--- src/hw/tla_regs.vh ---
`ifndef TLA_REGS_VH
`define TLA_REGS_VH

// ---------------------------------------------------------------
// register indices (byte address = index * 4)
// ---------------------------------------------------------------
`define TLA_IDX_BANK        8'h40
`define TLA_IDX_IRQ_STAT    8'h41
`define TLA_IDX_IRQ_MASK    8'h42
`define TLA_IDX_CRIT_EN     8'h5e
`define TLA_IDX_SYS_CRIT    8'h6b
`define TLA_IDX_CPU_CRIT    8'h6c
`define TLA_IDX_TEMP_HI     8'h50
`define TLA_IDX_TEMP_LO     8'h51
`define TLA_IDX_CFG         8'h52
`define TLA_IDX_HYST_HI     8'h53
`define TLA_IDX_HYST_LO     8'h54
`define TLA_IDX_OVER_HI     8'h55
`define TLA_IDX_OVER_LO     8'h56

// ---------------------------------------------------------------
// banks and address layout
// ---------------------------------------------------------------
`define TLA_BANK_W          3
`define TLA_BANK0           3'h0
`define TLA_BANK1           3'h1
`define TLA_BANK2           3'h2
`define TLA_IDX_MSB         9
`define TLA_IDX_LSB         2
`define TLA_ADDR_MSB        11

// ---------------------------------------------------------------
// fields
// ---------------------------------------------------------------
`define TLA_CFG_WMASK       8'h1b
`define TLA_CFG_STOP        0
`define TLA_CFG_MODE        1
`define TLA_CFG_FAULT_LSB   3
`define TLA_CFG_FAULT_MSB   4
`define TLA_CRIT_SYS_BIT    4
`define TLA_CRIT_CPU_BIT    5
`define TLA_LSB_POS         7
`define TLA_IRQ_W           3
`define TLA_IRQ_ALERT       0
`define TLA_IRQ_SYS_CRIT    1
`define TLA_IRQ_CPU_CRIT    2

// ---------------------------------------------------------------
// reset values and constants
// ---------------------------------------------------------------
`define TLA_RST_CFG         8'h00
`define TLA_RST_HYST_HI     8'h4b
`define TLA_RST_OVER_HI     8'h50
`define TLA_RST_CRIT        8'hff
`define TLA_FULL_DRIVE      8'hff
`define TLA_SRC_BOARD       2'h0
`define TLA_SRC_CPU         2'h1
`define TLA_SRC_PECI        2'h2

`endif

--- src/hw/tla_limit_regs.v ---
`timescale 1ns/1ps
`include "tla_regs.vh"

// Functional notes
// - In cruise mode with board fan protection on, a reading above its threshold forces full drive.
// - In cruise mode with processor fan protection on, a reading above its threshold forces full drive.
// - The board fan critical threshold is read-write and resets to all ones.
// - Bank 1 reading is read-only, 9 bits of half degrees: bits 8..1 high byte, bit 0 in low bit 7.
// - The bank 1 reading comes from the cpu input or the PECI value per the cpu source select.
// - Bank 2 high byte holds bits 8..1 of the reading named by the board source select.
// - Config bits 4..3 give the count of consecutive faults needed, minus one, before the alert asserts.
// - Config bit 1 picks comparator mode (0, reset) or interrupt mode (1).
// - Config bit 0 set stops monitoring of the cpu input; clear keeps it running.
// - The hysteresis limit is a writable 9-bit value resetting to 75 degrees (0x4b, 0x00).
// - The over-temperature limit is a writable 9-bit value resetting to 80 degrees (0x50, 0x00).
// - Enable bit 5 guards the processor fan, bit 4 the board fan; both reset off.
// - Bank 2 low byte bit 7 holds bit 0 of the selected reading; bits 6..0 read zero.

module tla_limit_regs (
  input  wire        pclk,                  // monitor clock, 100 MHz
  input  wire        presetn,               // async reset, low
  input  wire [11:0] paddr,                 // apb byte address
  input  wire        psel,                  // apb select
  input  wire        penable,               // apb enable
  input  wire        pwrite,                // apb direction
  input  wire [31:0] pwdata,                // apb write data
  output reg  [31:0] prdata,                // apb read data
  output reg         pready,                // apb ready
  output reg         pslverr,               // apb error, unmapped
  input  wire [8:0]  cpu_temp_input,        // cpu diode reading
  input  wire [8:0]  board_temp_input,      // board reading
  input  wire [8:0]  peci_temp,             // processor reading
  input  wire        sample_valid,          // new cpu reading pulse
  input  wire        cpu_src_sel,           // 1 selects peci
  input  wire [1:0]  board_src_sel,         // board fan source
  input  wire        board_fan_cruise,      // board fan cruise mode
  input  wire        processor_fan_cruise,  // cpu fan cruise mode
  input  wire [7:0]  board_fan_duty,        // board duty request
  input  wire [7:0]  processor_fan_duty,    // cpu duty request
  output wire [7:0]  board_fan_drive,       // board fan duty out
  output wire [7:0]  processor_fan_drive,   // cpu fan duty out
  output reg         overheat_alert_out_n,  // alert pin, low
  output reg         irq                    // level interrupt
);

  // ---------------------------------------------------------------
  // register map, index is byte address over four
  // ---------------------------------------------------------------
  // any bank:
  //   0x40  bank select, bits 2..0
  //   0x41  event status, write one to clear: bit 0 alert trip,
  //         bit 1 board fan critical entry, bit 2 processor fan entry
  //   0x42  event mask, a one lets the event reach irq
  // bank 0:
  //   0x5e  critical enables, bit 5 processor fan, bit 4 board fan
  //   0x6b  board fan critical threshold, whole degrees
  //   0x6c  processor fan critical threshold, whole degrees
  // bank 1:
  //   0x50  cpu side reading bits 8..1, read only
  //   0x51  cpu side reading bit 0 in bit 7, read only
  //   0x52  config: fault count 4..3, mode 1, stop 0
  //   0x53  hysteresis limit bits 8..1
  //   0x54  hysteresis limit bit 0 in bit 7
  //   0x55  over-temperature limit bits 8..1
  //   0x56  over-temperature limit bit 0 in bit 7
  // bank 2:
  //   0x50  selected reading bits 8..1, read only
  //   0x51  selected reading bit 0 in bit 7, read only
  // other indices, or paddr bits 11..10 set, answer with pslverr;
  // a banked index in the wrong bank is unmapped, so software must
  // set the bank before touching a banked register

  // ---------------------------------------------------------------
  // storage
  // ---------------------------------------------------------------
  reg  [`TLA_BANK_W-1:0] bank;
  reg  [`TLA_IRQ_W-1:0]  irq_status;
  reg  [`TLA_IRQ_W-1:0]  irq_mask;
  reg  [1:0]             crit_en;
  reg  [7:0]             sys_crit;
  reg  [7:0]             cpu_crit;
  reg  [7:0]             cfg;
  reg  [7:0]             hyst_hi;
  reg                    hyst_lsb;
  reg  [7:0]             over_hi;
  reg                    over_lsb;

  // ---------------------------------------------------------------
  // bus decode
  // ---------------------------------------------------------------
  wire [7:0]  idx;
  wire        addr_hi;
  wire        acc;
  wire        wr;
  wire        rd_stat;
  reg  [7:0]  rd_val;
  reg         rd_hit;
  reg  [8:0]  cpu_side_temp;
  reg  [8:0]  selected_temp;
  wire        alert;
  wire        alert_trip;
  wire        sys_rise;
  wire        cpu_rise;
  wire [`TLA_IRQ_W-1:0] irq_events;
  wire [`TLA_IRQ_W-1:0] next_irq_status;

  assign idx     = paddr[`TLA_IDX_MSB:`TLA_IDX_LSB];
  assign addr_hi = |paddr[`TLA_ADDR_MSB:`TLA_IDX_MSB+1];
  // completing edge: ready already high from the wait cycle
  assign acc     = psel & penable & pready;
  assign wr      = acc & pwrite & ~pslverr;
  assign rd_stat = acc & ~pwrite & (idx == `TLA_IDX_IRQ_STAT) & ~addr_hi;

  // low byte form: reading bit 0 in bit 7, rest zero
  function [7:0] lsb_byte;
    input bit0;
    begin
      lsb_byte = {bit0, 7'h00};
    end
  endfunction

  // bank-qualified match of a banked index
  function at;
    input [`TLA_BANK_W-1:0] b;
    input [7:0]             i;
    input [`TLA_BANK_W-1:0] want_b;
    input [7:0]             want_i;
    begin
      at = (b == want_b) && (i == want_i);
    end
  endfunction

  // ---------------------------------------------------------------
  // source selection
  // ---------------------------------------------------------------
  // readings come from converter logic on this clock
  always @* begin
    cpu_side_temp = cpu_src_sel ? peci_temp : cpu_temp_input;
    case (board_src_sel)
      `TLA_SRC_BOARD: selected_temp = board_temp_input;
      `TLA_SRC_CPU:   selected_temp = cpu_temp_input;
      `TLA_SRC_PECI:  selected_temp = peci_temp;
      default:        selected_temp = board_temp_input;
    endcase
  end

  // ---------------------------------------------------------------
  // read mux
  // ---------------------------------------------------------------
  // readings shown live; a snapshot would lag the fan logic
  always @* begin
    rd_val = 8'h00;
    rd_hit = 1'b1;
    if (addr_hi) begin
      rd_hit = 1'b0;
    end else if (idx == `TLA_IDX_BANK) begin
      rd_val = {{(8-`TLA_BANK_W){1'b0}}, bank};
    end else if (idx == `TLA_IDX_IRQ_STAT) begin
      rd_val = {{(8-`TLA_IRQ_W){1'b0}}, irq_status};
    end else if (idx == `TLA_IDX_IRQ_MASK) begin
      rd_val = {{(8-`TLA_IRQ_W){1'b0}}, irq_mask};
    end else if (at(bank, idx, `TLA_BANK0, `TLA_IDX_CRIT_EN)) begin
      rd_val = {2'b00, crit_en, 4'h0};
    end else if (at(bank, idx, `TLA_BANK0, `TLA_IDX_SYS_CRIT)) begin
      rd_val = sys_crit;
    end else if (at(bank, idx, `TLA_BANK0, `TLA_IDX_CPU_CRIT)) begin
      rd_val = cpu_crit;
    end else if (at(bank, idx, `TLA_BANK1, `TLA_IDX_TEMP_HI)) begin
      rd_val = cpu_side_temp[8:1];
    end else if (at(bank, idx, `TLA_BANK1, `TLA_IDX_TEMP_LO)) begin
      rd_val = lsb_byte(cpu_side_temp[0]);
    end else if (at(bank, idx, `TLA_BANK1, `TLA_IDX_CFG)) begin
      rd_val = cfg;
    end else if (at(bank, idx, `TLA_BANK1, `TLA_IDX_HYST_HI)) begin
      rd_val = hyst_hi;
    end else if (at(bank, idx, `TLA_BANK1, `TLA_IDX_HYST_LO)) begin
      rd_val = lsb_byte(hyst_lsb);
    end else if (at(bank, idx, `TLA_BANK1, `TLA_IDX_OVER_HI)) begin
      rd_val = over_hi;
    end else if (at(bank, idx, `TLA_BANK1, `TLA_IDX_OVER_LO)) begin
      rd_val = lsb_byte(over_lsb);
    end else if (at(bank, idx, `TLA_BANK2, `TLA_IDX_TEMP_HI)) begin
      rd_val = selected_temp[8:1];
    end else if (at(bank, idx, `TLA_BANK2, `TLA_IDX_TEMP_LO)) begin
      rd_val = lsb_byte(selected_temp[0]);
    end else begin
      rd_hit = 1'b0;
    end
  end

  // ---------------------------------------------------------------
  // apb answer: one wait state, data and error with ready
  // ---------------------------------------------------------------
  // first access edge loads data and error; ready stands one cycle
  // and the write lands on the edge that sees it, so every access
  // costs exactly one wait state whatever the register
  always @(posedge pclk or negedge presetn) begin
    if (!presetn) begin
      pready  <= 1'b0;
      pslverr <= 1'b0;
      prdata  <= 32'h0000_0000;
    end else begin
      pready <= psel & penable & ~pready;
      if (psel && penable && !pready) begin
        pslverr <= ~rd_hit;
        prdata  <= (pwrite || !rd_hit) ? 32'h0000_0000 : {24'h00_0000, rd_val};
      end else begin
        pslverr <= 1'b0;
      end
    end
  end

  // ---------------------------------------------------------------
  // register writes
  // ---------------------------------------------------------------
  // reading registers have no write path, writes drop silently
  always @(posedge pclk or negedge presetn) begin
    if (!presetn) begin
      bank     <= `TLA_BANK0;
      irq_mask <= {`TLA_IRQ_W{1'b0}};
      crit_en  <= 2'b00;
      sys_crit <= `TLA_RST_CRIT;
      cpu_crit <= `TLA_RST_CRIT;
      cfg      <= `TLA_RST_CFG;
      hyst_hi  <= `TLA_RST_HYST_HI;
      hyst_lsb <= 1'b0;
      over_hi  <= `TLA_RST_OVER_HI;
      over_lsb <= 1'b0;
    end else if (wr) begin
      if (idx == `TLA_IDX_BANK) begin
        bank <= pwdata[`TLA_BANK_W-1:0];
      end
      if (idx == `TLA_IDX_IRQ_MASK) begin
        irq_mask <= pwdata[`TLA_IRQ_W-1:0];
      end
      if (at(bank, idx, `TLA_BANK0, `TLA_IDX_CRIT_EN)) begin
        crit_en <= pwdata[`TLA_CRIT_CPU_BIT:`TLA_CRIT_SYS_BIT];
      end
      if (at(bank, idx, `TLA_BANK0, `TLA_IDX_SYS_CRIT)) begin
        sys_crit <= pwdata[7:0];
      end
      if (at(bank, idx, `TLA_BANK0, `TLA_IDX_CPU_CRIT)) begin
        cpu_crit <= pwdata[7:0];
      end
      // reserved config bits are not stored and read zero
      if (at(bank, idx, `TLA_BANK1, `TLA_IDX_CFG)) begin
        cfg <= pwdata[7:0] & `TLA_CFG_WMASK;
      end
      if (at(bank, idx, `TLA_BANK1, `TLA_IDX_HYST_HI)) begin
        hyst_hi <= pwdata[7:0];
      end
      if (at(bank, idx, `TLA_BANK1, `TLA_IDX_HYST_LO)) begin
        hyst_lsb <= pwdata[`TLA_LSB_POS];
      end
      if (at(bank, idx, `TLA_BANK1, `TLA_IDX_OVER_HI)) begin
        over_hi <= pwdata[7:0];
      end
      if (at(bank, idx, `TLA_BANK1, `TLA_IDX_OVER_LO)) begin
        over_lsb <= pwdata[`TLA_LSB_POS];
      end
    end
  end

  // ---------------------------------------------------------------
  // alert filter
  // ---------------------------------------------------------------
  // filter watches the raw cpu input, not the selected reading:
  // the limits belong to that input alone
  tla_alert_filter u_alert (
    .pclk       (pclk),
    .presetn    (presetn),
    .sample     (sample_valid),
    .stop       (cfg[`TLA_CFG_STOP]),
    .mode       (cfg[`TLA_CFG_MODE]),
    .fault_cnt  (cfg[`TLA_CFG_FAULT_MSB:`TLA_CFG_FAULT_LSB]),
    .temp       (cpu_temp_input),
    .overheat   ({over_hi, over_lsb}),
    .hysteresis ({hyst_hi, hyst_lsb}),
    .ack        (rd_stat),
    .alert      (alert),
    .trip       (alert_trip)
  );

  // pin is registered again so it never glitches on decode
  always @(posedge pclk or negedge presetn) begin
    if (!presetn) begin
      overheat_alert_out_n <= 1'b1;
    end else begin
      overheat_alert_out_n <= ~alert;
    end
  end

  // ---------------------------------------------------------------
  // critical fan override
  // ---------------------------------------------------------------
  // fans compare whole degrees, reading bits 8..1, with their
  // thresholds; the all-ones reset threshold can never trip
  tla_fan_critical u_board_fan (
    .pclk      (pclk),
    .presetn   (presetn),
    .cruise    (board_fan_cruise),
    .enable    (crit_en[0]),
    .threshold (sys_crit),
    .temp      (selected_temp[8:1]),
    .duty_in   (board_fan_duty),
    .drive     (board_fan_drive),
    .critical  (),
    .crit_rise (sys_rise)
  );

  tla_fan_critical u_processor_fan (
    .pclk      (pclk),
    .presetn   (presetn),
    .cruise    (processor_fan_cruise),
    .enable    (crit_en[1]),
    .threshold (cpu_crit),
    .temp      (cpu_side_temp[8:1]),
    .duty_in   (processor_fan_duty),
    .drive     (processor_fan_drive),
    .critical  (),
    .crit_rise (cpu_rise)
  );

  // ---------------------------------------------------------------
  // interrupt status, write one to clear, set wins
  // ---------------------------------------------------------------
  assign irq_events = {cpu_rise, sys_rise, alert_trip};
  assign next_irq_status =
    (irq_status & ~((wr && idx == `TLA_IDX_IRQ_STAT) ? pwdata[`TLA_IRQ_W-1:0]
                                                      : {`TLA_IRQ_W{1'b0}}))
    | irq_events;

  always @(posedge pclk or negedge presetn) begin
    if (!presetn) begin
      irq_status <= {`TLA_IRQ_W{1'b0}};
      irq        <= 1'b0;
    end else begin
      irq_status <= next_irq_status;
      irq        <= |(irq_status & irq_mask);
    end
  end

endmodule // tla_limit_regs

--- src/hw/tla_fan_critical.v ---
`timescale 1ns/1ps
`include "tla_regs.vh"

module tla_fan_critical (
  input  wire       pclk,       // monitor clock
  input  wire       presetn,    // async reset, low
  input  wire       cruise,     // fan is in cruise mode
  input  wire       enable,     // critical protection on
  input  wire [7:0] threshold,  // critical threshold
  input  wire [7:0] temp,       // monitored temperature
  input  wire [7:0] duty_in,    // duty from fan control
  output reg  [7:0] drive,      // duty toward the fan
  output reg        critical,   // override active
  output reg        crit_rise   // one-cycle entry pulse
);

  wire force_full;

  // strict compare: reset threshold of all ones never trips
  assign force_full = cruise & enable & (temp > threshold);

  // ---------------------------------------------------------------
  // drive override
  // ---------------------------------------------------------------
  always @(posedge pclk or negedge presetn) begin
    if (!presetn) begin
      drive     <= 8'h00;
      critical  <= 1'b0;
      crit_rise <= 1'b0;
    end else begin
      drive     <= force_full ? `TLA_FULL_DRIVE : duty_in;
      critical  <= force_full;
      crit_rise <= force_full & ~critical;
    end
  end

endmodule // tla_fan_critical

--- src/hw/tla_alert_filter.v ---
`timescale 1ns/1ps
`include "tla_regs.vh"

module tla_alert_filter (
  input  wire       pclk,        // monitor clock
  input  wire       presetn,     // async reset, low
  input  wire       sample,      // new reading strobe
  input  wire       stop,        // monitoring halted
  input  wire       mode,        // 0 comparator, 1 interrupt
  input  wire [1:0] fault_cnt,   // faults needed minus one
  input  wire [8:0] temp,        // cpu input reading
  input  wire [8:0] overheat,    // over-temperature limit
  input  wire [8:0] hysteresis,  // release limit
  input  wire       ack,         // status read, clears latch
  output reg        alert,       // alert state, high active
  output reg        trip         // one-cycle assert pulse
);

  wire       hot;
  wire       cool;
  wire [2:0] need;
  wire [2:0] cnt_inc;
  reg  [2:0] cnt;

  assign hot     = temp > overheat;
  assign cool    = temp < hysteresis;
  assign need    = {1'b0, fault_cnt} + 3'h1;
  assign cnt_inc = (cnt == need) ? cnt : cnt + 3'h1;

  // ---------------------------------------------------------------
  // fault counter and alert latch
  // ---------------------------------------------------------------
  always @(posedge pclk or negedge presetn) begin
    if (!presetn) begin
      cnt   <= 3'h0;
      alert <= 1'b0;
      trip  <= 1'b0;
    end else begin
      trip <= 1'b0;
      // interrupt mode holds until the status read; a trip decided
      // below is assigned later and so wins over a clear in one cycle
      if (mode && ack && !trip) begin
        alert <= 1'b0;
      end
      if (sample && !stop) begin
        cnt <= hot ? cnt_inc : 3'h0;
        if (hot && cnt_inc == need && !alert) begin
          alert <= 1'b1;
          trip  <= 1'b1;
        end else if (!mode && alert && cool) begin
          alert <= 1'b0;
        end
      end
    end
  end

endmodule // tla_alert_filter

--- config.mk ---
export PLATFORM = sky130hd
export DESIGN_NAME = tla_limit_regs
export DESIGN_NICKNAME = d
export VERILOG_FILES = /design/src/hw/tla_limit_regs.v /design/src/hw/tla_fan_critical.v /design/src/hw/tla_alert_filter.v
export VERILOG_INCLUDE_DIRS = /design/src /design/src/hw
export SDC_FILE = /design/constraint.sdc
export NUM_CORES = 1
export LEC_CHECK = 0
export BUFFER_PORTS_ARGS = -buffer_cell sky130_fd_sc_hd__buf_2
export CAP_MARGIN = 15
export CORE_MARGIN = 2
export CORE_UTILIZATION = 59
export CTS_BUF_LIST = sky130_fd_sc_hd__clkbuf_4
export CTS_CLUSTER_DIAMETER = 120
export DETAILED_ROUTE_END_ITERATION = 8
export PLACE_DENSITY = 0.88
export SLEW_MARGIN = 20
export SYNTH_ARGS = -nofsm -noshare
export SYNTH_HDL_FRONTEND = slang
export SYNTH_SLANG_ARGS = --single-unit
--- constraint.sdc ---
create_clock -name pclk -period 5.08 [get_ports pclk]
set_input_delay 0.508 -clock pclk [delete_from_list [all_inputs] [get_ports pclk]]
set_output_delay 0.508 -clock pclk [all_outputs]
set_load 0.03 [all_outputs]
==> summary.md, run 1 <==
| Metric | Value |
|---|---|
| Status | finished, final reports clean |
| Vias per cell | 6.304 |
| Synth area leader | dfrtp_1 |
| Nets | 824 |
| Mapped cell area | 5557 µm² |
| Post-synthesis mux area share | 6.823% |
| Reg2Reg Setup Slack | 2.52 ns |
| Compound-Gate Fraction of Synth Area | 18.42% |
| Post-DP Area | 6030 µm² |
| Post-DP HPWL | 12.70 mm |
| Sequential-to-total area share from yosys stat | 39.25% |
| Max Cap Viol | 0 |
| Vias | 5075 |
| Overall die height | 101.0 µm |
| Max VDD drop | 0.2059 mV |
| Simple logic cell fraction of the synthesized area | 18.60% |
| Routed WL | 16.58 mm |
| Fraction of layout cells with a size suffix above 1 | 28.53% |
| Clk slew on worst S/H paths | 0.15 ns |
| FFs w/ async S/R, synth | 100.0% |
| R2R cell count | 4 |
| Fin. Hold Viols | 0 |
| Mean Syn Cell Area | 9.308 µm² |
| Synth unique cells | 70 |
| Final critical-path required period | 2.924 ns |
| RePlAce Congestion | 0.9590 |
| CTS tree | built |
| TritonCTS Sinks | 86 |
| Power per cell area | 241.2 nW/µm² |
| DIE WIDTH | 101.0 µm |
| Syn. warnings | 0 |
| I/O pins | 150 |
| Clock H-tree levels | 3 |
| Starting density of the core | 60.42% |
| Worst-Margin Slew | 1.093 ns |
| Avg WL per Cell | 20.59 µm |
| Ys flop type | dfrtp_1 |
| Critical path arrival | 3.28 ns |
| Slowest stage delay, CP | 0.42 ns |
| Crit path max fanout | 10 |
| Max-slew headroom | 26.43% |
| Fill cells | 787 |
| Worst hold endpoint | u_board_fan.drive[6] |
| Dominant combinational cell family by area after synthesis | simple AND/OR/NAND/NOR gates |
| Antenna diode count | 0 |
| First DRT Iteration DRCs | 464 |
| Antenna violations before repair | 0 |
| Worst path bufs/invs | 2 |
| Flops & latches, synth | 86 |
| Post-Synth XOR/XNOR Area | 0.6305% |
| CP required | 5.44 ns |
| Setup crit end kind | flop |
| Post-synth EDFFs | 0 |
| Hold WC Path Type | in -> reg |
| Largest net degree at the start of global routing | 62 |
| Port bufs | 99 |
| Vias in the first global route | 4925 |
| DRT Pass-1 Iters | 7 |
| Post-cts sizing count | 0 |
| Die area | 10210 µm² |
| # hold bufs at CTS | 1 |
| Grt total ovfl | 0 |
| Final setup viols | 0 |
| Crit-path cells | buf_2 > inv_1 > ha_1 > a22oi_1 > o21ai_0 > ha_1 > nor2b_1 > o21a_1 > o21a_1 > o21ai_0 > a31oi_1 > or2_2 |
| Largest cells by area after synthesis | dfrtp_1, dfstp_2, ha_1, mux2_2, o21ai_0 |
| Mapped Cells | 597 |
| Max frequency | 342.0 MHz |
| Count leader, synth | dfrtp_1 |
| RSZ-0062 raised after global routing | false |
| CP Launch Type | input pin |
| CP max stage cell | ha_1 |
| First-pass GRT wire length | 25.80 mm |
| Max-slew violations | 0 |
| Post-synth top area share | 28.37% |
| Core area | 9196 µm² |
| DRC errors left | 0 |
| Synth cell count leaders | dfrtp_1, nand2_1, o21ai_0 |
| Critical path class | in -> reg |
| Hold_ws | 0.2308 ns |
| Worst r2r dst | crit_en[1] |
| Rows | 35 |
| Clock Latency Late Sink | 0.45 ns |
| Period utilisation layout | 57.56% |
| Clock Path Buffers | 2 |
| Fin Setup TNS | 0 ns |
| Clock Skew | 0.01514 ns |
| Worst hold start | board_fan_duty[6] |
| P&R area growth vs syn | 11.33% |
| Total CTS buffers | 9 |
| # Post-CTS Setup Buffers | 0 |
| Final core occ | 67.27% |
| Reg2reg start | pready |
| CP delay by family, top | compound AO/OA/AOI/OAI gates |
| Leakage | 3.047 nW |
| Hold path cells | 2 |
| Post-Synth Adder-Cell Area | 8.331% |
| Global-route usage over all layers | 33.37% |
| Antenna violation net count after detailed routing | 0 |
| Root Driver | clkbuf_4 |
| Final instance area | 6186 µm² |
[cells by family (layout without fill, tap and decap cells)]
family                     Yosys count  count (layout)
other                                1              24
muxes                               34              34
and+or+nand+nor                    190             190
xor gates and xnor gates             4               4
DFF                                 86              86
adders and majority gates           37              37
AOI/OAI and AO/OA                  155             155
buffers and inverters               90             164
[power breakdown]
part | leakage, nW | internal, W | switching [W]
sequential | 1.05 | 0.000720 | 0.0000236
combinational | 1.92 | 0.000116 | 0.000207
clock | 0.0789 | 0.000161 | 0.000264
[worst max-delay path by stage]
| stage | start | end | cells past startpoint |
|---|---|---|---|
| final | board_src_sel[1] | u_board_fan.drive[2] | 12 |
| after global routing | board_src_sel[0] | u_board_fan.drive[4] | 11 |
| after CTS | board_src_sel[0] | u_board_fan.drive[2] | 11 |
| after detailed placement | board_src_sel[0] | u_board_fan.drive[2] | 11 |
| after global placement | board_src_sel[0] | u_board_fan.drive[0] | 11 |
| after floorplan | board_src_sel[0] | u_board_fan.crit_rise | 12 |
[final cells by class]
| cell class | instances | area [µm²] | area share [%] |
|---|---|---|---|
| clock inverters | 6 | 71.32 | 1.153 |
| clock buffers | 10 | 75.07 | 1.214 |
| flip-flops and latches | 86 | 2181 | 35.25 |
| well taps | 111 | 138.9 | 2.245 |
| multi-input cells | 444 | 3024 | 48.89 |
| repair buffers | 102 | 523.0 | 8.455 |
| inverters | 46 | 172.7 | 2.791 |
[metrics by stage]
step	total power, W	setup WS (ns)	cells
finish	0.001492	2.156	805
global route	0.001558	2.042	805
CTS	0.001495	2.255	805
detailed placement	0.001072	1.767	788
global placement	0.001058	1.839	788
floorplan	0.0009709	2.343	620
[sequential cells by signal, summed over array words and instances (netlist names), 4 cells and up]
register	flops
cfg	4
over_hi	8
u_processor_fan.drive	8
hyst_hi	8
cpu_crit	8
u_board_fan.drive	8
prdata	8
sys_crit	8
[cells in the final DEF (no fill, tap or decap), types with 4 or more instances in the layout]
cell	synthesis	final
buf_2	8	98
dfrtp_1	63	63
nand2_1	61	61
o21ai_0	48	48
inv_1	46	46
ha_1	37	37
mux2_2	31	31
conb_1	1	24
dfstp_2	23	23
nor2_1	22	22
a21oi_1	22	22
nor3_1	17	17
or2_2	16	16
nand3_1	16	16
nor2b_1	13	13
a21o_1	12	12
clkbuf_4	0	10
a22oi_1	9	9
o21a_1	7	7
nand2b_1	6	6
nand4_1	5	5
a221oi_1	5	5
nor4_1	5	5
and3_1	4	4
o2111ai_1	4	4
a31oi_1	4	4
o2bb2ai_1	4	4
o21ai_1	4	4
a211oi_1	4	4
[layer usage]
layer	share of wire [%]	vias to the layer above	track usage [%]
met3	8.3	52	5.548
li1	-	2291	-
met2	46	273	53.59
met4	3.5	0	12.58
met5	0	-	0
met1	42	2459	45.40
(Power assumes the default switching activity.)
==> run 2, diff against run 1 <==
- CORE_UTILIZATION: 59 -> 55
- PLACE_DENSITY: 0.88 -> 0.83
- clock period: 5.08 -> 2.9 ns (I/O delays scaled with it)
==> summary.md, run 2 (synthesis gave the netlist of run 1 again) <==
| Metric | Value |
|---|---|
| Status | finished, final reports clean |
| RSZ-0062 raised after global routing | false |
| Vias | 5096 (+0.41%) |
| Period utilisation layout | 86.18% |
| Power per cell area | 407.1 nW/µm² (+69%) |
| CP Launch Type | flop |
| Internal power | 0.001764 W (+77%) |
| Antenna diode count | 0 (unchanged) |
| Worst-Margin Slew | 0.7818 ns (-0.3116 ns) |
| CP required | 3.27 ns (-2.17 ns) |
| Max frequency | 400.1 MHz |
| DIE WIDTH | 104.5 µm (+3.4%) |
| Clock power frac | 27.9% (-0.6 points) |
| Total CTS buffers | 9 (unchanged) |
| Psw | 0.0008776 W (+77%) |
| Routed WL | 17.04 mm (+2.8%) |
| Largest net degree at the start of global routing | 87 (+40%) |
| Slowest stage delay, CP | 0.57 ns (+0.15 ns) |
| Critical path arrival | 2.87 ns (-0.41 ns) |
| Fraction of layout cells with a size suffix above 1 | 29.52% (+0.99 points) |
| Sw Ratio | 33.23% (+0.086 points) |
| Antenna violations before repair | 0 (unchanged) |
| Vias per cell | 5.939 (-5.8%) |
| Clock Skew | 0.01477 ns (-0.0003691 ns) |
| Avg WL per Cell | 19.86 µm (-3.5%) |
| Crit-path cells | inv_1 > ha_1 > a21o_1 > a21oi_1 > nand2_1 > o21ai_0 > nor3_1 > a311o_1 |
| Commonest cells after routing, fill and taps aside | buf_2, dfrtp_1, nand2_1, o21ai_0, inv_1 |
| Fin. Hold Viols | 0 (unchanged) |
| Final setup margin | 0.4008 ns (-1.755 ns) |
| Nets | 855 (+3.8%) |
| # hold bufs at CTS | 14 (+13) |
| Setup crit end kind | flop |
| # Post-CTS Setup Buffers | 0 (unchanged) |
| DRT Pass-1 Iters | 5 (-2) |
| RePlAce Congestion | 1.016 (+6.0%) |
| Worst r2r dst | u_alert.cnt[2] |
| Final critical-path required period | 2.499 ns |
| Reg2reg start | over_hi[6] |
| Port bufs | 99 (unchanged) |
| P&R area growth vs syn | 16.78% |
| Dpl cells | 826 (+4.8%) |
| CTS tree | built |
| Clock H-tree levels | 3 (unchanged) |
| Hold WC Path Type | in -> reg |
| Vias in the first global route | 5082 (+3.2%) |
| First DRT Iteration DRCs | 407 (-12%) |
| Die area | 10920 µm² (+7.0%) |
| Clock Latency Late Sink | 0.47 ns (+0.02 ns) |
| Final setup viols | 0 (unchanged) |
| Antenna violation net count after detailed routing | 0 (unchanged) |
| Reg2Reg Setup Slack | 0.40 ns (-2.12 ns) |
| Post-cts sizing count | 0 (unchanged) |
| Leakage | 3.194 nW (+4.8%) |
| Root Driver | clkbuf_4 |
| Grt total ovfl | 0 (unchanged) |
| Crit path launch | over_hi[6] |
| Max-slew headroom | 47.88% (+21 points) |
| I/O pins | 150 (unchanged) |
| Final Instance Count excl. Fillers | 858 (+6.6%) |
| Max VDD drop | 0.2462 mV (+20%) |
| R2R cell count | 8 (+4) |
| Max Cap Viol | 0 (unchanged) |
| Place WS | 0.1270 ns (-1.640 ns) |
| Logic gate share of total power | 22.7% (+1.0 points) |
| Fin Setup TNS | 0 ns (unchanged) |
| Core area | 9774 µm² (+6.3%) |
| DRC errors left | 0 (unchanged) |
| Rows | 36 (+2.9%) |
| Critical path class | reg -> reg |
| First-pass GRT wire length | 27.36 mm (+6.0%) |
| Fill cells | 842 (+7.0%) |
| CP max stage cell | dfstp_2 |
| Crit path max fanout | 4 (-6) |
| Register share of total power | 49.3% (-0.5 points) |
| Clk slew on worst S/H paths | 0.15 ns (about the same) |
| Post-DP HPWL | 13.08 mm (+3.1%) |
| Commonest non-fill, non-tap cell in the layout | buf_2 |
| Overall die height | 104.5 µm (+3.4%) |
| Max-slew violations | 0 (unchanged) |
| Worst setup path endpoint | u_alert.cnt[2] |
| TritonCTS Sinks | 86 (unchanged) |
| Starting density of the core | 56.85% (-3.6 points) |
| Clock Path Buffers | 2 (unchanged) |
| Global-route usage over all layers | 32.39% (-0.99 points) |
==> run 2: power groups by stage <==
stage | logic, W | clock network (W) | registers, W
floorplan | 0.000347 | 0 | 0.00135
global placement | 0.000548 | 0 | 0.00132
detailed placement | 0.000574 | 0 | 0.00132
CTS | 0.000591 | 0.000751 | 0.00130
global route | 0.000655 | 0.000787 | 0.00131
finish | 0.000600 | 0.000738 | 0.00130
==> run 2: worst max-delay path: cells and delay by family, from the launching register on <==
kind	cells	cell delay, ns
AOI/OAI and AO/OA	4	1.24
adders and majority gates	1	0.28
buffers and inverters	1	0.05
and+or+nand+nor	2	0.27
DFF	1	0.57
==> run 2: how the worst min path moves through the flow <==
stage	slack [ns]	startpoint	end	cells after the start
final	0.02	processor_fan_duty[6]	u_processor_fan.drive[6]	2
after global routing	0.009	processor_fan_duty[6]	u_processor_fan.drive[6]	2
after CTS	0.0006	processor_fan_duty[6]	u_processor_fan.drive[6]	2
after detailed placement	0.39	u_alert.alert	overheat_alert_out_n	1
after global placement	0.38	u_board_fan.critical	u_board_fan.crit_rise	1
after floorplan	-0.006	presetn	bank[0]	0
==> run 2: area by class of cell <==
type	instances	area (µm²)	area share, %
sequential	86	2181	33.61
clock inverter	7	80.08	1.234
multi-input combinational	444	3024	46.61
clock buffer	9	67.56	1.041
inverter	46	172.7	2.661
timing repair buffer	133	797.0	12.28
tap	133	166.4	2.565
==> run 2: per-stage QoR <==
stage / util [%] / area [µm²] / hold WS [ns] / total power, W
2_1_floorplan: - / 5643 / -0.005591 / 0.001701
3_3_place_gp: 63.20 / 6177 / 0.3806 / 0.001866
3_5_place_dp: 63.20 / 6177 / 0.3947 / 0.001895
4_1_cts: 66.14 / 6465 / 0.0006426 / 0.002643
5_1_grt: 66.39 / 6489 / 0.009102 / 0.002751
6_report: 66.39 / 6489 / 0.02431 / 0.002641
==> run 2: metal layers <==
layer	share of wire, %	global-route usage (%)	vias to the layer above
met4	3.2	13.51	0
li1	-	-	2361
met5	0	0	-
met2	46	50.56	266
met1	42	45.00	2426
met3	8.7	4.887	43
